--- config.mk ---
export PLATFORM = sky130hd
export DESIGN_NAME = timer8_counter_compare_unit
export DESIGN_NICKNAME = d
export VERILOG_FILES = /design/src/timer8_pkg.sv /design/src/edge_sync.sv /design/src/tick_source.sv /design/src/timer8_counter_compare_unit.sv
export SDC_FILE = /design/constraint.sdc
export NUM_CORES = 1
export LEC_CHECK = 0
export ABC_CLOCK_PERIOD_IN_PS = 1900
export BUFFER_PORTS_ARGS = -buffer_cell sky130_fd_sc_hd__buf_2
export CELL_PAD_IN_SITES_DETAIL_PLACEMENT = 1
export CELL_PAD_IN_SITES_GLOBAL_PLACEMENT = 2
export CORE_UTILIZATION = 34
export CTS_CLUSTER_DIAMETER = 200
export DETAILED_ROUTE_END_ITERATION = 8
export HOLD_SLACK_MARGIN = 0.06
export PLACE_DENSITY_LB_ADDON = 0.25
export SKIP_CTS_REPAIR_TIMING = 1
export SYNTH_ARGS = -nofsm -noshare
export SYNTH_HDL_FRONTEND = slang
export SYNTH_SLANG_ARGS = --single-unit
--- constraint.sdc ---
create_clock -name mclk -period 1.9 [get_ports mclk]
set_input_delay 0.38 -clock mclk [delete_from_list [all_inputs] [get_ports mclk]]
set_output_delay 0.38 -clock mclk [all_outputs]
set_load 0.1 [all_outputs]
--- src/timer8_pkg.sv ---
// What this block does
// - With sync hold set, written prescaler reset bits stay set, halting timers on internal clock sources.
// - Clearing sync hold clears held prescaler resets so timers start together.
// - Counter value and compare value are 8-bit CPU read/write registers.
// - Each request shows as a flag, gated by its own mask bit.
// - Counter advances only on tick; source select zero stops it.
// - CPU may read and write the counter at any time.
// - A CPU counter write beats a same-cycle count or clear.
// - Each tick clears, increments or decrements by one per mode and direction.
// - BOTTOM is counter zero, MAX is counter 255.
// - TOP is 255 or the compare value depending on mode.
// - Waveform mode selects sequence; overflow flag set where mode says.
// - Equal counter and compare gives match; flag set on following tick.
// - Compare request while flag, enable and global enable are all one.
// - Compare flag clears on service or on writing one; zero is ignored.
// - Compare output follows match per mode and action, using MAX and BOTTOM.
// - Compare value double-buffered in PWM modes, direct in normal and CTC.
// - Buffered compare value moves to active register only at TOP.
// - CPU compare accesses go to buffer when buffered, else active register.
// - Force strobe in non-PWM modes acts like a match on the output.
// - Forced compare sets no flag and leaves the counter alone.
// - A counter write blocks any compare match on the next tick.
// - Mode 0 is normal wrapping count-up, mode 2 is clear-on-compare.
// - Action zero leaves the compare output untouched on a match.
// - Normal mode sets overflow in the cycle the counter becomes zero.
`default_nettype none
package timer8_pkg;
	////////////////////////////////////////////////////////////////////////
	// I/O register addresses
	localparam logic [5:0] SFIO_ADDR = 6'h20;
	localparam logic [5:0] OCR_ADDR  = 6'h23;
	localparam logic [5:0] CNT_ADDR  = 6'h24;
	localparam logic [5:0] CTL_ADDR  = 6'h25;
	localparam logic [5:0] FLAG_ADDR = 6'h36;
	localparam logic [5:0] MASK_ADDR = 6'h37;
	// Field positions
	localparam int HOLD_BIT = 7;
	localparam int FRST_BIT = 1;
	localparam int PSRS_BIT = 0;
	localparam int FOC_BIT  = 7;
	localparam int WGM0_BIT = 6;
	localparam int COM_LSB  = 4;
	localparam int WGM1_BIT = 3;
	localparam int CS_LSB   = 0;
	localparam int OCF_BIT  = 7;
	localparam int TOV_BIT  = 6;
	// Reset values and extremes
	localparam logic [7:0] RESET_BYTE = 8'h00;
	localparam logic [7:0] BOTTOM_VAL = 8'h00;
	localparam logic [7:0] MAX_VAL    = 8'hFF;
	// Waveform modes
	localparam logic [1:0] WM_NORMAL = 2'h0;
	localparam logic [1:0] WM_PCPWM  = 2'h1;
	localparam logic [1:0] WM_CTC    = 2'h2;
	localparam logic [1:0] WM_FAST   = 2'h3;
	// Compare output actions
	localparam logic [1:0] ACT_NONE   = 2'h0;
	localparam logic [1:0] ACT_TOGGLE = 2'h1;
	localparam logic [1:0] ACT_CLEAR  = 2'h2;
	localparam logic [1:0] ACT_SET    = 2'h3;
	// Prescaler tap widths: divide by 8, 64, 256, 1024
	localparam int DIV_BITS = 10;
	localparam int TAP8     = 3;
	localparam int TAP64    = 6;
	localparam int TAP256   = 8;
	////////////////////////////////////////////////////////////////////////
	// CPU I/O bus request
	typedef struct packed {
		logic [5:0] addr;
		logic       wr;
		logic       rd;
		logic [7:0] wdata;
	} io_req_s;
endpackage : timer8_pkg
`default_nettype wire

--- src/edge_sync.sv ---
`default_nettype none
module edge_sync (
	input  wire logic mclk,
	input  wire logic rst_b,
	input  wire logic pin,
	output logic      rise,
	output logic      fall
);
	logic meta_q, sync_q, last_q;

	// Two stages before use; only the second and third feed the edge logic
	always_ff @(posedge mclk or negedge rst_b) begin
		if (!rst_b) begin
			meta_q <= 1'b0;
			sync_q <= 1'b0;
			last_q <= 1'b0;
		end else begin
			meta_q <= pin;
			sync_q <= meta_q;
			last_q <= sync_q;
		end
	end

	assign rise = sync_q & ~last_q;
	assign fall = ~sync_q & last_q;
endmodule : edge_sync
`default_nettype wire

--- src/tick_source.sv ---
`default_nettype none
module tick_source (
	input  wire logic       mclk,
	input  wire logic       rst_b,
	input  wire logic       presc_clear,
	input  wire logic [2:0] clk_sel,
	input  wire logic       ext_rise,
	input  wire logic       ext_fall,
	output logic            tick
);
	logic [timer8_pkg::DIV_BITS-1:0] div_q, div_d;

	// Held prescaler reset freezes the divider at zero
	always_comb begin
		div_d = presc_clear ? '0 : div_q + 1'b1;
	end

	always_ff @(posedge mclk or negedge rst_b) begin
		if (!rst_b) begin
			div_q <= '0;
		end else begin
			div_q <= div_d;
		end
	end

	// One-cycle enable; internal sources halt while the reset is held
	always_comb begin
		case (clk_sel)
			3'h1: tick = !presc_clear;
			3'h2: tick = !presc_clear && (&div_q[timer8_pkg::TAP8-1:0]);
			3'h3: tick = !presc_clear && (&div_q[timer8_pkg::TAP64-1:0]);
			3'h4: tick = !presc_clear && (&div_q[timer8_pkg::TAP256-1:0]);
			3'h5: tick = !presc_clear && (&div_q);
			3'h6: tick = ext_fall;
			3'h7: tick = ext_rise;
			default: tick = 1'b0;
		endcase
	end
endmodule : tick_source
`default_nettype wire

--- src/timer8_counter_compare_unit.sv ---
`default_nettype none
module timer8_counter_compare_unit (
	input  wire logic                 mclk,
	input  wire logic                 rst_b,
	input  wire timer8_pkg::io_req_s  io_req,
	input  wire logic                 global_irq_enable,
	input  wire logic                 compare_irq_ack,
	input  wire logic                 overflow_irq_ack,
	input  wire logic                 external_count_pin,
	output logic [7:0]                io_rdata,
	output logic                      compare_output_pin,
	output logic                      compare_irq,
	output logic                      overflow_irq,
	output logic                      first_timer_prescaler_reset,
	output logic                      shared_prescaler_reset
);
	////////////////////////////////////////////////////////////////////////
	// Declarations
	logic       hold_q, hold_d, frst_q, frst_d, psrs_q, psrs_d;
	logic [2:0] cs_q, cs_d;
	logic [1:0] wgm_q, wgm_d, com_q, com_d;
	logic       cie_q, cie_d, oie_q, oie_d;
	logic [7:0] cnt_q, cnt_d, ocr_q, ocr_d, buf_q, buf_d;
	logic       up_q, up_d, block_q, block_d;
	logic       ocf_q, ocf_d, tov_q, tov_d, oc_q, oc_d;
	logic       cirq_q, cirq_d, oirq_q, oirq_d;
	logic [7:0] rdata_q, rdata_d;
	logic       wr_sf, wr_ctl, wr_cnt, wr_ocr, wr_flag, wr_mask;
	logic       force_now, pwm, tick, ext_rise, ext_fall;
	logic       at_max, at_bottom, at_top, match, cmp_ev, ovf_ev;
	logic [7:0] top_val, wd;

	////////////////////////////////////////////////////////////////////////
	// Address decode
	assign wd = io_req.wdata;
	always_comb begin
		wr_sf   = 1'b0;
		wr_ctl  = 1'b0;
		wr_cnt  = 1'b0;
		wr_ocr  = 1'b0;
		wr_flag = 1'b0;
		wr_mask = 1'b0;
		if (!io_req.wr) begin
			wr_sf = 1'b0;
		end else if (io_req.addr == timer8_pkg::SFIO_ADDR) begin
			wr_sf = 1'b1;
		end else if (io_req.addr == timer8_pkg::CTL_ADDR) begin
			wr_ctl = 1'b1;
		end else if (io_req.addr == timer8_pkg::CNT_ADDR) begin
			wr_cnt = 1'b1;
		end else if (io_req.addr == timer8_pkg::OCR_ADDR) begin
			wr_ocr = 1'b1;
		end else if (io_req.addr == timer8_pkg::FLAG_ADDR) begin
			wr_flag = 1'b1;
		end else if (io_req.addr == timer8_pkg::MASK_ADDR) begin
			wr_mask = 1'b1;
		end
	end

	// Force strobe is never stored, so it reads back as zero
	assign force_now = wr_ctl && wd[timer8_pkg::FOC_BIT];
	assign pwm = (wgm_q == timer8_pkg::WM_PCPWM) || (wgm_q == timer8_pkg::WM_FAST);

	////////////////////////////////////////////////////////////////////////
	// Tick generation
	edge_sync u_pin (
		.mclk (mclk),
		.rst_b(rst_b),
		.pin  (external_count_pin),
		.rise (ext_rise),
		.fall (ext_fall)
	);

	tick_source u_tick (
		.mclk       (mclk),
		.rst_b      (rst_b),
		.presc_clear(psrs_q),
		.clk_sel    (cs_q),
		.ext_rise   (ext_rise),
		.ext_fall   (ext_fall),
		.tick       (tick)
	);

	////////////////////////////////////////////////////////////////////////
	// Special function and control registers
	// A reset bit written without hold lives one cycle; with hold it stays
	always_comb begin
		hold_d = hold_q;
		frst_d = frst_q & hold_q;
		psrs_d = psrs_q & hold_q;
		cs_d   = cs_q;
		wgm_d  = wgm_q;
		com_d  = com_q;
		cie_d  = cie_q;
		oie_d  = oie_q;
		if (wr_sf) begin
			hold_d = wd[timer8_pkg::HOLD_BIT];
			frst_d = wd[timer8_pkg::FRST_BIT] | (frst_q & wd[timer8_pkg::HOLD_BIT]);
			psrs_d = wd[timer8_pkg::PSRS_BIT] | (psrs_q & wd[timer8_pkg::HOLD_BIT]);
		end
		if (wr_ctl) begin
			cs_d  = wd[timer8_pkg::CS_LSB+:3];
			wgm_d = {wd[timer8_pkg::WGM1_BIT], wd[timer8_pkg::WGM0_BIT]};
			com_d = wd[timer8_pkg::COM_LSB+:2];
		end
		if (wr_mask) begin
			cie_d = wd[timer8_pkg::OCF_BIT];
			oie_d = wd[timer8_pkg::TOV_BIT];
		end
	end

	always_ff @(posedge mclk or negedge rst_b) begin
		if (!rst_b) begin
			hold_q <= 1'b0;
			frst_q <= 1'b0;
			psrs_q <= 1'b0;
			cs_q   <= 3'h0;
			wgm_q  <= timer8_pkg::WM_NORMAL;
			com_q  <= timer8_pkg::ACT_NONE;
			cie_q  <= 1'b0;
			oie_q  <= 1'b0;
		end else begin
			hold_q <= hold_d;
			frst_q <= frst_d;
			psrs_q <= psrs_d;
			cs_q   <= cs_d;
			wgm_q  <= wgm_d;
			com_q  <= com_d;
			cie_q  <= cie_d;
			oie_q  <= oie_d;
		end
	end

	////////////////////////////////////////////////////////////////////////
	// Counter unit
	assign at_max    = cnt_q == timer8_pkg::MAX_VAL;
	assign at_bottom = cnt_q == timer8_pkg::BOTTOM_VAL;
	assign top_val   = (wgm_q == timer8_pkg::WM_CTC) ? ocr_q : timer8_pkg::MAX_VAL;
	assign at_top    = cnt_q == top_val;
	assign match     = cnt_q == ocr_q;

	// CPU write wins over the tick and arms the one-tick match block
	always_comb begin
		cnt_d   = cnt_q;
		up_d    = up_q;
		block_d = block_q;
		cmp_ev  = 1'b0;
		ovf_ev  = 1'b0;
		if (tick) begin
			block_d = 1'b0;
			cmp_ev  = match && !block_q;
			case (wgm_q)
				timer8_pkg::WM_CTC: begin
					cnt_d  = at_top ? timer8_pkg::BOTTOM_VAL : cnt_q + 8'h01;
					ovf_ev = at_max;
					up_d   = 1'b1;
				end
				timer8_pkg::WM_PCPWM: begin
					if (up_q) begin
						up_d  = !at_max;
						cnt_d = at_max ? cnt_q - 8'h01 : cnt_q + 8'h01;
					end else begin
						up_d   = at_bottom;
						ovf_ev = at_bottom;
						cnt_d  = at_bottom ? cnt_q + 8'h01 : cnt_q - 8'h01;
					end
				end
				default: begin
					cnt_d  = cnt_q + 8'h01;
					ovf_ev = at_max;
					up_d   = 1'b1;
				end
			endcase
		end
		if (wr_cnt) begin
			cnt_d   = wd;
			ovf_ev  = 1'b0;
			block_d = 1'b1;
		end
	end

	always_ff @(posedge mclk or negedge rst_b) begin
		if (!rst_b) begin
			cnt_q   <= timer8_pkg::RESET_BYTE;
			up_q    <= 1'b1;
			block_q <= 1'b0;
		end else begin
			cnt_q   <= cnt_d;
			up_q    <= up_d;
			block_q <= block_d;
		end
	end

	////////////////////////////////////////////////////////////////////////
	// Compare register with PWM double buffer
	// Loading only at TOP keeps every PWM period whole
	always_comb begin
		ocr_d = ocr_q;
		buf_d = buf_q;
		if (wr_ocr) begin
			buf_d = wd;
			if (!pwm) begin
				ocr_d = wd;
			end
		end
		if (pwm && tick && at_max) begin
			ocr_d = buf_q;
		end
	end

	always_ff @(posedge mclk or negedge rst_b) begin
		if (!rst_b) begin
			ocr_q <= timer8_pkg::RESET_BYTE;
			buf_q <= timer8_pkg::RESET_BYTE;
		end else begin
			ocr_q <= ocr_d;
			buf_q <= buf_d;
		end
	end

	////////////////////////////////////////////////////////////////////////
	// Flags, requests and waveform output
	// A set in the clearing cycle wins so no event is lost
	always_comb begin
		ocf_d = ocf_q;
		tov_d = tov_q;
		oc_d  = oc_q;
		if ((wr_flag && wd[timer8_pkg::OCF_BIT]) || compare_irq_ack) begin
			ocf_d = 1'b0;
		end
		if ((wr_flag && wd[timer8_pkg::TOV_BIT]) || overflow_irq_ack) begin
			tov_d = 1'b0;
		end
		if (cmp_ev) begin
			ocf_d = 1'b1;
		end
		if (ovf_ev) begin
			tov_d = 1'b1;
		end
		if (!pwm) begin
			if (cmp_ev || force_now) begin
				case (force_now ? wd[timer8_pkg::COM_LSB+:2] : com_q) // A force acts with the action written alongside it
					timer8_pkg::ACT_TOGGLE: oc_d = !oc_q;
					timer8_pkg::ACT_CLEAR:  oc_d = 1'b0;
					timer8_pkg::ACT_SET:    oc_d = 1'b1;
					default:                oc_d = oc_q;
				endcase
			end
		end else if (com_q[1]) begin
			if (wgm_q == timer8_pkg::WM_FAST) begin
				if (cmp_ev) begin
					oc_d = com_q[0];
				end else if (tick && at_max) begin
					oc_d = !com_q[0];
				end
			end else if (cmp_ev) begin
				oc_d = up_q ? com_q[0] : !com_q[0];
			end
		end
		cirq_d = ocf_q && cie_q && global_irq_enable;
		oirq_d = tov_q && oie_q && global_irq_enable;
	end

	always_ff @(posedge mclk or negedge rst_b) begin
		if (!rst_b) begin
			ocf_q  <= 1'b0;
			tov_q  <= 1'b0;
			oc_q   <= 1'b0;
			cirq_q <= 1'b0;
			oirq_q <= 1'b0;
		end else begin
			ocf_q  <= ocf_d;
			tov_q  <= tov_d;
			oc_q   <= oc_d;
			cirq_q <= cirq_d;
			oirq_q <= oirq_d;
		end
	end

	////////////////////////////////////////////////////////////////////////
	// Read data, held until the next read; unmapped reads give zero
	always_comb begin
		rdata_d = rdata_q;
		if (io_req.rd) begin
			if (io_req.addr == timer8_pkg::SFIO_ADDR) begin
				rdata_d = {hold_q, 5'h00, frst_q, psrs_q};
			end else if (io_req.addr == timer8_pkg::CTL_ADDR) begin
				rdata_d = {1'b0, wgm_q[0], com_q, wgm_q[1], cs_q};
			end else if (io_req.addr == timer8_pkg::CNT_ADDR) begin
				rdata_d = cnt_q;
			end else if (io_req.addr == timer8_pkg::OCR_ADDR) begin
				rdata_d = pwm ? buf_q : ocr_q;
			end else if (io_req.addr == timer8_pkg::FLAG_ADDR) begin
				rdata_d = {ocf_q, tov_q, 6'h00};
			end else if (io_req.addr == timer8_pkg::MASK_ADDR) begin
				rdata_d = {cie_q, oie_q, 6'h00};
			end else begin
				rdata_d = 8'h00;
			end
		end
	end

	always_ff @(posedge mclk or negedge rst_b) begin
		if (!rst_b) begin
			rdata_q <= 8'h00;
		end else begin
			rdata_q <= rdata_d;
		end
	end

	assign io_rdata                    = rdata_q;
	assign compare_output_pin          = oc_q;
	assign compare_irq                 = cirq_q;
	assign overflow_irq                = oirq_q;
	assign first_timer_prescaler_reset = frst_q;
	assign shared_prescaler_reset      = psrs_q;
endmodule : timer8_counter_compare_unit
`default_nettype wire

### Yosys cells after proc, flatten, opt, wreduce, memory -nomap -nowiden

Index checks and enable logic that the tools add are counted.

* bits of input ports: 22
* output and inout bits: 13
* word-level logic and storage cells: 171
* bits in registers: 64

* muxes and demuxes: 72
* add/subtract/negate cells: 3
* reduce and logical (&&, ||, !) cells: 37
* bitwise operators: 10
* equal/unequal tests: 26

Operators with widths (number)
* 8-bit two-way mux: 17
* 1-bit two-way mux: 50
* 6-bit equality test (second input constant): 6
* 8-bit equality test: 2
* 8-bit case mux with 2 select lines: 1
* 1-bit logical AND: 15
* 3-bit equality test (second input constant): 4
* 10-bit by 1-bit adder with 10-bit output (second input constant): 1
* 10-bit two-way mux: 1
* 10-bit AND reduction: 1
* 2-bit nonzero test: 5
* 8-bit by 1-bit adder with 8-bit output (second input constant): 1
* 2-bit equality test (second input constant): 4
* 8-bit equality test (second input constant): 1
* 8-bit logical NOT: 1
* 8-bit AND reduction: 1
* 8-bit by 1-bit subtractor with 8-bit output (second input constant): 1
* 1-bit case mux with 7 select lines: 1
* 1-bit bitwise AND: 6
* 3-bit by 2-bit equality test with 1-bit output (second input constant): 2
* 3-bit by 1-bit inequality test with 1-bit output (second input constant): 2
* 6-bit AND reduction: 1
* 1-bit logical NOT: 5
* 5-bit AND reduction: 1
* other kinds (12): 18

### Logic depth before layout (Yosys ltp)

Gate-level depths: netlist of the first run.

* depth after elaboration: 11
* gate-level depth with buffers: 11
* mapped depth without buffers: 10

### Cells and area by module

A second synthesis of the first run with hierarchy kept.

* cell total of the unflattened synthesis: 386
* area, all modules: 3718.6 µm²

Modules (own cells, without submodules)
* timer8_counter_compare_unit: cells each 329, area an instance 3109.2 µm², times used 1
* tick_source: cells each 52, area an instance 519.2 µm², times used 1
* edge_sync: cells each 5, area an instance 90.1 µm², times used 1

### Worst setup path after synthesis of the first run

OpenSTA, ideal clock, no wires.

* path kind: register to register
* start: register psrs_q (netlist: shared_prescaler_reset)
* end: register cnt_q[4]
* cell stages (with the launch flop): 7
* slack: -0.573 ns
* arrival time: 2.352 ns
* buffers on the path: 1
* library setup time: 0.122 ns
* path through: dfrtp_1 > or3b_4 > a2111oi_4 > a211oi_1 > buf_2 > a32o_1 > a32o_1

* longest elaborated chain between the ends: 4
* elaborated cells on any way between the ends: 7
* classes of those cells: mux (1); reduce/logical (6)

Ends and longest elaborated chain
* start: declaration: RTL line timer8_counter_compare_unit.sv:19 `logic hold_q, hold_d, frst_q, frst_d, psrs_q, psrs_d;`
* start signal: assignment: RTL line timer8_counter_compare_unit.sv:125 `psrs_q <= psrs_d;`
* 1-bit logical NOT *
* 1-bit logical AND (on tied branches)
* 1-bit case mux with 7 select lines *: RTL line tick_source.sv:28 `case (clk_sel)`
* 2-bit nonzero test (no line) *
* end signal: assignment: RTL line timer8_counter_compare_unit.sv:184 `cnt_q <= timer8_pkg::RESET_BYTE;`
* end signal: assignment: RTL line timer8_counter_compare_unit.sv:188 `cnt_q <= cnt_d;`
* end: declaration: RTL line timer8_counter_compare_unit.sv:23 `logic [7:0] cnt_q, cnt_d, ocr_q, ocr_d, buf_q, buf_d;`

Every way passes the cells marked *; elsewhere a longest branch is shown, timed or not.
A chain may end at the register's enable or synchronous reset.

### Final worst setup path of the first run

* start: register psrs_q (netlist: shared_prescaler_reset)
* end: register oc_q (netlist: compare_output_pin)

* longest elaborated chain between the ends: 8
* elaborated cells on any way between the ends: 17
* classes of those cells: eq/ne (2); mux (6); reduce/logical (9)

Ends and longest elaborated chain
* 1-bit logical NOT *
* 1-bit logical AND (on tied branches)
* 1-bit case mux with 7 select lines *: RTL line tick_source.sv:28
* 1-bit two-way mux: RTL line timer8_counter_compare_unit.sv:149 `if (tick) begin`
* 1-bit two-way mux: RTL line timer8_counter_compare_unit.sv:251 `if (cmp_ev) begin`
* 1-bit two-way mux: RTL line timer8_counter_compare_unit.sv:250 `if (wgm_q == timer8_pkg::WM_FAST) begin`
* 1-bit two-way mux: RTL line timer8_counter_compare_unit.sv:249 `end else if (com_q[1]) begin`
* 1-bit two-way mux: RTL line timer8_counter_compare_unit.sv:240 `if (!pwm) begin`
* end signal: assignment: RTL line timer8_counter_compare_unit.sv:268 `oc_q <= 1'b0;`
* end signal: assignment: RTL line timer8_counter_compare_unit.sv:274 `oc_q <= oc_d;`
* end: declaration: RTL line timer8_counter_compare_unit.sv:25 `logic ocf_q, ocf_d, tov_q, tov_d, oc_q, oc_d;`

Every way passes the cells marked *; elsewhere a longest branch is shown, timed or not. The select of a mux whose other input is x is not followed.

==> impl_metrics.env, run 1 <==
export IMPL_crit_path_end_kind="flip-flop"
export IMPL_initial_core_utilization=0.356
export IMPL_synth_ff_latch_count=64
export IMPL_postRouteAntennaNets=0
export IMPL_synth_area_leaders="dfrtp_1 42%, mux2_2 5.7%, mux2i_1 4.0%"
export IMPL_grt_max_degree=23
export IMPL_synthesized_netlist_net_count=420
export IMPL_violated_checks="setup timing"
export IMPL_uppermost_routed_layer="met4"
export IMPL_number_of_cells_on_the_worst_hold_path=1
export IMPL_setup_viol=19
export IMPL_cts_htree_levels=3
export IMPL_max_freq_mhz=482
export IMPL_timing_setup_critical_path_class="reg2reg"
export IMPL_cp_required_ps=2140
export IMPL_rsz0062_at_grt="yes"
export IMPL_drt_wl_total_um=12600
export IMPL_finalCritPeriodShare=1.09
export IMPL_slew_limit_headroom=0.676
export IMPL_num_nets_final=539
export IMPL_crit_start_category="flip-flop"
export IMPL_floorplan_core_area_um2=10500
export IMPL_logic_depth_of_the_worst_register_to_register_path=7
export IMPL_tightest_slew_ps=489
export IMPL_pin_count=35
export IMPL_hold_viol_final=0
export IMPL_global_route_overflow_total=0
export IMPL_power_share_of_the_clock_group=0.214
export IMPL_viasPerCell=5.47
export IMPL_remaining_drc_errors=0
export IMPL_avgSynthCellArea_um2=9.61
export IMPL_flow_area_growth_from_synthesis_pct=39.9
export IMPL_fin_worst_skew_ps=10.2
export IMPL_total_leakage_power_nw=2.36
export IMPL_power_combinational_fraction=0.415
export IMPL_hold_ws_ps=126
export IMPL_critical_path_cell_chain="or3b_4, a2111oi_4, a211o_4, buf_4, nand2_4, o32ai_1, o32ai_1"
export IMPL_clk_latency_ps=370
export IMPL_dp_cells=616
export IMPL_largest_area_contributor_in_the_netlist="dfrtp_1"
export IMPL_timing_critical_path_fanout_max=7
export IMPL_grt_first_pass_wirelength_um=20100
export IMPL_timing_final_ws_setup_ps=-175
export IMPL_number_of_enable_flip_flop_cells_after_synthesis=0
export IMPL_count_of_standard_cell_rows=37
export IMPL_die_width_um=107
export IMPL_tritoncts_num_buffers=9
export IMPL_multi_input_area_um2=2280
export IMPL_period_minus_slack_ps=2080
export IMPL_critical_path_most_common_cell="o32ai_1"
export IMPL_detailroute_via_count=3548
export IMPL_grt_pass1_vias=3725
export IMPL_tritoncts_clock_tree="yes"
export IMPL_result_of_the_run="finished, violations left"
export IMPL_net_switching_mw=1.91
export IMPL_slowest_stage_delay_cp_ps=470
export IMPL_drt_initial_drc_count=179
export IMPL_most_used_cells_in_the_layout_excluding_fill_and_tap_cells="79 x buf_4, 61 x dfrtp_1, 34 x buf_2"
export IMPL_worst_path_dominant_cell_family="compound AO/OA/AOI/OAI gates"
export IMPL_io_buffers=34
export IMPL_met3WireLength_um=595
export IMPL_switching_part_of_the_total_power=0.379
export IMPL_power_sequential_fraction=0.371
export IMPL_synth_warning_count=0
export IMPL_detailedRoute_firstPassIterationCount=4
export IMPL_critPathSlowestCell="dfrtp_4"
export IMPL_post_dp_hpwl_um=9110
export IMPL_maxSlewViolCount=0
export IMPL_cp_depth=7
export IMPL_globalplace_congestion=0.838
export IMPL_clk_pin_slew_worst_setup_hold_paths_ps=80
export IMPL_tritoncts_num_sinks=64
export IMPL_dieHeight_um=107
export IMPL_nFillCells=1202
export IMPL_critical_path_n_buffers_inverters=1
export IMPL_layout_commonest_cell="buf_4"
export IMPL_drt_wirelength_per_cell_um=19.4
export IMPL_final_seq_area_um2=1610
export IMPL_ctsLongestPathBuffers=2
export IMPL_gr_usage_all_layers=0.234
export IMPL_max_cap_violations=0
export IMPL_drive_gt1_frac=0.435
export IMPL_synth_main_ff_cell="dfrtp_1"
export IMPL_internal_power_contribution_mw=3.13
export IMPL_final_core_utilization=0.498
export IMPL_antenna_found_initial=0
export IMPL_post_synth_top_area_fraction=0.422
export IMPL_routedLengthMet1_um=5690
export IMPL_diodes=0
export IMPL_post_layout_nonfiller_instances=649
export IMPL_root_buffer="clkbuf_8"
export IMPL_totalPowerFinal_mw=5.04
export IMPL_worst_hold_path_type="in2reg"
export IMPL_irDropWorstVdd_mv=0.497
export IMPL_synth_cells=389
export IMPL_critPathArrivalTime_ps=2320
export IMPL_setup_total_negative_slack_ps=-2090
export IMPL_die_area_um2=11400
export IMPL_power_per_cell_area_nw_per_um2=963
export IMPL_proportion_of_synthesized_flip_flops_having_asynchronous_set_or_reset=1.00
export IMPL_synth_cell_type_count=60
export IMPL_syn_cell_area_um2=3740
export IMPL_fraction_of_the_yosys_area_taken_by_sequential_cells=0.429
export IMPL_met2_wirelength_um=6200
-- metrics by stage --
stage               cell area, um2  worst slack [ps]
floorplan                     3790              -199
global placement              4650              -350
detailed placement            4650              -447
CTS                           4820              -253
global route                  5230              -330
finish                        5230              -175
-- worst paths after layout --
| path | startpoint | endpoint | slack, ps |
|---|---|---|---|
| max | shared_prescaler_reset | compare_output_pin | -180 |
| min | external_count_pin | u_pin.meta_q | 130 |
| max reg2reg | shared_prescaler_reset | compare_output_pin | -180 |
| min reg2reg | u_pin.meta_q | u_pin.sync_q | 360 |
| max in group asynchronous | rst_b | io_rdata[7] | 990 |
| min in group asynchronous | rst_b | shared_prescaler_reset | 410 |
-- synthesized netlist by cell type, types with 2 or more instances --
cell,instances
or3b_2,2
o32ai_1,2
o31ai_1,2
and3_1,4
nand4b_1,5
nor2_1,32
a31oi_1,4
mux2_2,19
ha_1,9
o21ai_0,17
o221ai_1,4
a32o_1,5
xor2_1,3
nand4_1,7
mux2i_1,15
nand3_1,14
a21oi_1,20
or2_2,5
nor4b_1,2
nor3b_1,4
nor2b_1,2
a21boi_0,2
clkbuf_1,10
nand2_1,36
buf_2,7
or3_1,3
inv_1,14
dfrtp_1,63
o22ai_1,6
o211ai_1,3
o21a_1,7
a22oi_1,5
nand3b_1,4
nor3_1,10
xnor2_1,13
o311ai_0,2
a211oi_1,4
-- final cells by class --
cell class / count / area share
Inverter: 14 / 0.0100
Timing Repair Buffer: 128 / 0.183
Clock inverter: 3 / 0.00359
Tap cell: 136 / 0.0325
Clock buffer: 13 / 0.0285
Sequential cell: 64 / 0.307
Multi-Input combinational cell: 291 / 0.435
-- cell families (layout without fill, tap and decap cells) --
kind of cell             Yosys count  count (layout)  share of synthesized area
AO/OA/AOI/OAI                     93              93                      0.173
XOR/XNOR                          16              16                     0.0375
adder cells (fa/ha/maj)            9               9                     0.0301
buffers and inverters             34             158                     0.0395
flip-flops                        64              64                      0.429
multiplexers                      34              34                     0.0974
AND/OR/NAND/NOR                  139             139                      0.194
-- power groups by stage --
stage          Sequential (mW)  Combinational, mW  Clock, mW
2_1_floorplan             1.88              0.973          0
3_3_place_gp              1.85               1.73          0
3_5_place_dp              1.86               1.79          0
4_1_cts                   1.84               1.80       1.12
5_1_grt                   1.90               2.26       1.17
6_report                  1.87               2.09       1.08
-- per-layer routing --
layer	global-route usage	vias up
met4	0.0548	0
met3	0.0620	8
li1	-	1657
met2	0.385	67
met1	0.307	1816
met5	0	-
-- worst reg2reg max path, cell delays in order (launching register included) --
cell and delay (ps):
dfrtp_4 470, or3b_4 390, a2111oi_4 260, a211o_4 230
buf_4 150, nand2_4 40, o32ai_1 280, o32ai_1 130
-- flip-flops by register name (all words and copies together) (netlist names), 2 cells and up --
signal        flops
wgm_q             2
com_q             2
u_tick.div_q     10
buf_q             8
io_rdata          8
cs_q              3
ocr_q             8
cnt_q             8
(Power assumes the default switching activity.)
==> run 2: changes to the inputs <==
--- a/config.mk
+++ b/config.mk
@@ -17,4 +17,5 @@
 export SKIP_CTS_REPAIR_TIMING = 1
 export SYNTH_ARGS = -nofsm -noshare
 export SYNTH_HDL_FRONTEND = slang
+export SYNTH_HIERARCHICAL = 1
 export SYNTH_SLANG_ARGS = --single-unit
==> run 2 against run 1 <==
Compared with the run above: synthesized cell count shrank 0.77%; critical endpoint is now ocr_q[3]; final cell count grew 1.2%; non-clock buffer count grew 11; cell area grew 1.1%; largest cell class unchanged; the flow still finishes with violations (setup timing).
==> impl_metrics.env, run 2 <==
export IMPL_detailroute_via_count=3573
export IMPL_power_per_cell_area_nw_per_um2=1090
export IMPL_synth_cells_most_frequent="63 x dfrtp_1, 40 x nor2_1, 34 x nand2_1"
export IMPL_proportion_of_synthesized_flip_flops_having_asynchronous_set_or_reset=1.00
export IMPL_crit_path_end_kind="flip-flop"
export IMPL_flow_area_growth_from_synthesis_pct=42.2
export IMPL_remaining_drc_errors=0
export IMPL_viasPerCell=5.44
export IMPL_drive_gt1_frac=0.449
export IMPL_synth_cell_type_count=65
export IMPL_dieHeight_um=107
export IMPL_synth_warning_count=6
export IMPL_internal_power_contribution_mw=3.53
export IMPL_net_switching_mw=2.22
export IMPL_avgSynthCellArea_um2=9.63
export IMPL_timing_critical_path_fanout_max=7
export IMPL_grt_pass1_vias=3857
export IMPL_fin_worst_skew_ps=16.2
export IMPL_slew_limit_headroom=0.676
export IMPL_max_ffs_per_register=10
export IMPL_cp_required_ps=2160
export IMPL_hold_viol_final=0
export IMPL_place_area_um2=4830
export IMPL_detailedRoute_firstPassIterationCount=4
export IMPL_number_of_enable_flip_flop_cells_after_synthesis=0
export IMPL_floorplan_core_area_um2=10500
export IMPL_power_share_of_the_clock_group=0.213
export IMPL_rsz0062_at_grt="yes"
export IMPL_num_nets_final=547
export IMPL_drt_wl_total_um=12800
export IMPL_power_combinational_fraction=0.452
export IMPL_crit_start_category="flip-flop"
export IMPL_finalCritPeriodShare=1.19
export IMPL_die_area_um2=11400
export IMPL_die_width_um=107
export IMPL_layout_cell_area_non_filler_um2=5290
export IMPL_tritoncts_num_sinks=64
export IMPL_worst_hold_path_type="in2reg"
export IMPL_total_leakage_power_nw=2.38
export IMPL_tightest_slew_ps=489
export IMPL_clk_pin_slew_worst_setup_hold_paths_ps=80
export IMPL_io_buffers=34
export IMPL_synth_area_leaders="dfrtp_1 42%, mux2_2 6.1%, nor2_1 4.0%"
export IMPL_syn_cell_area_um2=3720
export IMPL_tritoncts_num_buffers=9
export IMPL_fraction_of_the_yosys_area_taken_by_sequential_cells=0.431
export IMPL_pin_count=35
export IMPL_max_freq_mhz=443
export IMPL_timing_reg2reg_setup_slack_ps=-360
export IMPL_irDropWorstVdd_mv=0.510
export IMPL_grt_first_pass_wirelength_um=20300
export IMPL_setup_total_negative_slack_ps=-4280
export IMPL_largest_area_contributor_in_the_netlist="dfrtp_1"
export IMPL_synth_main_ff_cell="dfrtp_1"
export IMPL_maxSlewViolCount=0
export IMPL_period_minus_slack_ps=2260
export IMPL_cts_htree_levels=3
export IMPL_root_buffer="clkbuf_8"
export IMPL_timing_setup_critical_path_class="reg2reg"
export IMPL_critPathArrivalTime_ps=2520
export IMPL_layout_commonest_cell="buf_4"
export IMPL_grt_max_degree=65
export IMPL_critical_path_startpoint="u_tick/div_q[1]"
export IMPL_post_dp_hpwl_um=9450
export IMPL_crit_reg2reg_capture="ocr_q[3]"
export IMPL_drt_wirelength_per_cell_um=19.5
export IMPL_placement_setup_worst_slack_ps=-739
export IMPL_count_of_standard_cell_rows=37
export IMPL_power_sequential_fraction=0.335
export IMPL_registers_top_by_ff_count="u_tick/div_q"
export IMPL_globalplace_congestion=0.832
export IMPL_ctsLongestPathBuffers=2
export IMPL_hold_ws_ps=134
export IMPL_synth_cells=386
export IMPL_initial_core_utilization=0.355
export IMPL_global_route_overflow_total=0
export IMPL_postRouteAntennaNets=0
export IMPL_dp_cells=632
export IMPL_worst_r2r_startpoint="u_tick/div_q[1]"
export IMPL_number_of_cells_on_the_worst_hold_path=1
export IMPL_result_of_the_run="finished, violations left"
export IMPL_timing_final_ws_setup_ps=-359
export IMPL_most_used_cells_in_the_layout_excluding_fill_and_tap_cells="100 x buf_4, 60 x dfrtp_1, 35 x nor2_1"
export IMPL_synthesized_netlist_net_count=417
export IMPL_clk_latency_ps=350
export IMPL_crit_end="ocr_q[3]"
export IMPL_post_layout_nonfiller_instances=657
export IMPL_post_synth_top_area_fraction=0.424
export IMPL_diodes=0
export IMPL_yosysMostFrequentCell="dfrtp_1"
export IMPL_setup_viol=18
export IMPL_switching_part_of_the_total_power=0.386
export IMPL_violated_checks="setup timing"
export IMPL_antenna_found_initial=0
export IMPL_tritoncts_clock_tree="yes"
export IMPL_gr_usage_all_layers=0.236
export IMPL_synth_ff_latch_count=64
export IMPL_max_cap_violations=0
export IMPL_logic_depth_of_the_worst_register_to_register_path=10
export IMPL_drt_initial_drc_count=128
==> run 2: cell count changes after synthesis, moves of 8 or more <==
cell      before  now
a221oi_1       1   10
xor2_1         3   16
mux2i_1       15    5
nor2_1        32   40
==> run 2: through the flow <==
stage               total power [mW]   util
floorplan                       3.18      -
global placement                4.16  0.461
detailed placement              4.24  0.461
CTS                             5.47  0.480
global route                    6.08  0.505
finish                          5.74  0.505
==> run 2: layer usage <==
layer / GRT usage / routed length, um / vias to the layer above
li1: - / - / 1671
met1: 0.303 / 5600 / 1803
met2: 0.398 / 6400 / 72
met3: 0.0407 / 446 / 27
met4: 0.0881 / 358 / 0
met5: 0 / 0 / -
==> run 2: cell type report <==
class                           instances  area (um2)
Clock inverter                          5        56.3
Clock buffer                           11         141
Tap cell                              136         170
Fill cell                            1240        5180
Sequential cell                        64        1610
Timing Repair Buffer                  139         993
Multi-Input combinational cell        285        2250
Inverter                               17        65.1
==> run 2: worst max-delay path, cell delays in order, from the launching register on <==
cell,delay [ps]
dfrtp_1,400
ha_4,170
nand3_4,90
o41ai_2,220
a31o_2,290
nand4_1,150
or3_1,400
buf_6,160
nand2_8,110
nor2_2,40
nor2_1,130
==> run 2: kinds of logic after synthesis <==
group | share of synthesized area
compound gates | 0.163
xor+xnor | 0.0518
mux | 0.0821
flops | 0.431
fa+ha+maj | 0.0303
buf+inv | 0.0421
simple gates | 0.200
==> run 2: worst min-delay path by stage <==
stage	start	endpoint
finish	external_count_pin	u_pin/meta_q
global route	external_count_pin	u_pin/meta_q
CTS	rst_b	compare_irq
detailed placement	u_pin/meta_q	u_pin/sync_q
global placement	u_pin/meta_q	u_pin/sync_q
floorplan	rst_b	block_q
==> run 2: power by group through the flow <==
stage	combinational, mW	sequential, mW	clock, mW
floorplan	1.26	1.92	0
global placement	2.24	1.91	0
detailed placement	2.31	1.93	0
CTS	2.33	1.91	1.24
global route	2.83	1.95	1.30
finish	2.60	1.92	1.22
==> run 3: changes to the inputs <==
--- a/config.mk
+++ b/config.mk
@@ -9,11 +9,13 @@
 export BUFFER_PORTS_ARGS = -buffer_cell sky130_fd_sc_hd__buf_2
 export CELL_PAD_IN_SITES_DETAIL_PLACEMENT = 1
 export CELL_PAD_IN_SITES_GLOBAL_PLACEMENT = 2
+export CORE_ASPECT_RATIO = 0.75
 export CORE_UTILIZATION = 34
 export CTS_CLUSTER_DIAMETER = 200
 export DETAILED_ROUTE_END_ITERATION = 8
 export HOLD_SLACK_MARGIN = 0.06
 export PLACE_DENSITY_LB_ADDON = 0.25
+export SETUP_SLACK_MARGIN = 0.3
 export SKIP_CTS_REPAIR_TIMING = 1
 export SYNTH_ARGS = -nofsm -noshare
 export SYNTH_HDL_FRONTEND = slang
==> run 3 against run 2 <==
Compared with the run above: the flow still finishes with violations (setup timing); global-route usage is 0.62 points higher; sequential power is 2% higher; via count is 0.50% higher; critical path depth stayed put; first-iteration DRC count is 44% higher; highest routed layer unchanged; critical endpoint is now compare_output_pin; wire length is 4.8% higher; power is 7.3% higher; die area hardly changed; worst hold slack better by 13 ps; register-to-register slack better by 20 ps; cell area is 4.4% higher; clock power is 39% higher.
==> impl_metrics.env, run 3 (synthesis gave the netlist of run 2 again) <==
export IMPL_drt_wl_total_um=13400
export IMPL_most_used_cells_in_the_layout_excluding_fill_and_tap_cells="85 x buf_4, 58 x dfrtp_1, 37 x nor2_1"
export IMPL_dieHeight_um=92.6
export IMPL_drive_gt1_frac=0.484
export IMPL_tritoncts_num_buffers=9
export IMPL_max_ffs_per_register=10
export IMPL_remaining_drc_errors=0
export IMPL_io_buffers=34
export IMPL_cts_htree_levels=3
export IMPL_hold_viol_final=0
export IMPL_crit_start_category="flip-flop"
export IMPL_slowest_stage_delay_cp_ps=410
export IMPL_gr_usage_all_layers=0.243
export IMPL_setup_viol=18
export IMPL_layout_commonest_cell="buf_4"
export IMPL_die_width_um=123
export IMPL_period_minus_slack_ps=2240
export IMPL_floorplan_core_area_um2=10500
export IMPL_viasPerCell=5.52
export IMPL_timing_setup_critical_path_class="reg2reg"
export IMPL_die_area_um2=11400
export IMPL_total_leakage_power_nw=2.44
export IMPL_critPathArrivalTime_ps=2450
export IMPL_registers_top_by_ff_count="u_tick/div_q"
export IMPL_critPathSlowestCell="dfrtp_1"
export IMPL_hold_ws_ps=147
export IMPL_max_cap_violations=0
export IMPL_violated_checks="setup timing"
export IMPL_worst_r2r_startpoint="u_tick/div_q[1]"
export IMPL_pin_count=35
export IMPL_clk_pin_slew_worst_setup_hold_paths_ps=60
export IMPL_grt_pass1_vias=3693
export IMPL_flow_area_growth_from_synthesis_pct=48.4
export IMPL_crit_reg2reg_capture="compare_output_pin"
export IMPL_grt_first_pass_wirelength_um=20400
export IMPL_detailedRoute_firstPassIterationCount=4
export IMPL_postRouteAntennaNets=0
export IMPL_root_buffer="clkbuf_16"
export IMPL_finalCritPeriodShare=1.18
export IMPL_totalPowerFinal_mw=6.16
export IMPL_fin_worst_skew_ps=9.04
export IMPL_slew_limit_headroom=0.668
export IMPL_result_of_the_run="finished, violations left"
export IMPL_clk_latency_ps=340
export IMPL_logic_depth_of_the_worst_register_to_register_path=10
export IMPL_timing_critical_path_fanout_max=6
export IMPL_initial_core_utilization=0.356
export IMPL_power_per_cell_area_nw_per_um2=1120
export IMPL_post_dp_hpwl_um=9560
export IMPL_tritoncts_num_sinks=64
export IMPL_grt_max_degree=40
export IMPL_tritoncts_clock_tree="yes"
export IMPL_max_freq_mhz=447
export IMPL_globalplace_congestion=0.819
export IMPL_ctsLongestPathBuffers=2
export IMPL_global_route_overflow_total=0
export IMPL_worst_hold_path_type="in2reg"
export IMPL_tightest_slew_ps=501
export IMPL_critical_path_cell_chain="ha_4, ha_4, a211oi_2, nor2_1, a31o_1, buf_4, nor2b_1, a31o_2, a31oi_1, a31oi_1"
export IMPL_count_of_standard_cell_rows=32
export IMPL_irDropWorstVdd_mv=0.518
export IMPL_worst_path_dominant_cell_family="compound AO/OA/AOI/OAI gates"
export IMPL_drt_initial_drc_count=184
export IMPL_timing_hold_worst_endpoint="u_pin/meta_q"
export IMPL_crit_path_end_kind="flip-flop"
export IMPL_hold_path_startpoint="external_count_pin"
export IMPL_num_nets_final=540
export IMPL_timing_final_ws_setup_ps=-335
export IMPL_timing_reg2reg_setup_slack_ps=-340
export IMPL_critical_path_n_buffers_inverters=1
export IMPL_antenna_found_initial=0
export IMPL_maxSlewViolCount=0
export IMPL_rsz0062_at_grt="yes"
export IMPL_diodes=0
export IMPL_number_of_cells_on_the_worst_hold_path=1
export IMPL_detailroute_via_count=3591
export IMPL_cp_required_ps=2110
export IMPL_drt_wirelength_per_cell_um=20.6
-- run 3: cell type report --
cell class / count / area [um2]
Multi-Input combinational cell: 286 / 2390
Timing Repair Buffer: 131 / 982
Inverter: 17 / 70.1
Fill cell: 1152 / 4930
Clock buffer: 10 / 229
Sequential cell: 64 / 1610
Clock inverter: 6 / 70.1
Tap cell: 136 / 170
-- run 3: worst max-delay path by stage --
| stage | slack [ps] | start | to | cells after the start |
|---|---|---|---|---|
| 6_report | -340 | u_tick/div_q[1] | compare_output_pin | 10 |
| 5_1_grt | -430 | u_tick/div_q[1] | ocr_q[5] | 10 |
| 4_1_cts | -340 | u_tick/div_q[1] | ocr_q[5] | 10 |
| 3_5_place_dp | -680 | io_req[14] | compare_output_pin | 10 |
| 3_3_place_gp | -550 | io_req[14] | compare_output_pin | 10 |
| 2_1_floorplan | -400 | io_req[14] | compare_output_pin | 10 |
-- run 3: routing by layer --
metal / routed length (um) / part of all wire / GRT usage / vias to the layer above
li1: - / - / - / 1662
met1: 6270 / 0.47 / 0.343 / 1809
met2: 6250 / 0.47 / 0.370 / 101
met3: 655 / 0.049 / 0.0456 / 19
met4: 238 / 0.018 / 0.0783 / 0
met5: 0 / 0 / 0 / -
-- run 3: metrics by stage --
| stage | cell area, um2 | utilization | TNS (ps) | setup WS [ps] | std cells |
|---|---|---|---|---|---|
| floorplan | 4000 | - | -2440 | -403 | 386 |
| global placement | 4860 | 0.465 | -6190 | -549 | 622 |
| detailed placement | 4860 | 0.465 | -6980 | -679 | 622 |
| CTS | 5150 | 0.493 | -4570 | -340 | 638 |
| global route | 5520 | 0.528 | -6260 | -431 | 650 |
| finish | 5520 | 0.528 | -4160 | -335 | 650 |
-- run 3: power by group --
group          internal (mW)  switching (mW)
registers               1.62           0.337
clock network           1.02           0.671
logic                   1.20            1.31
total                   3.85            2.31
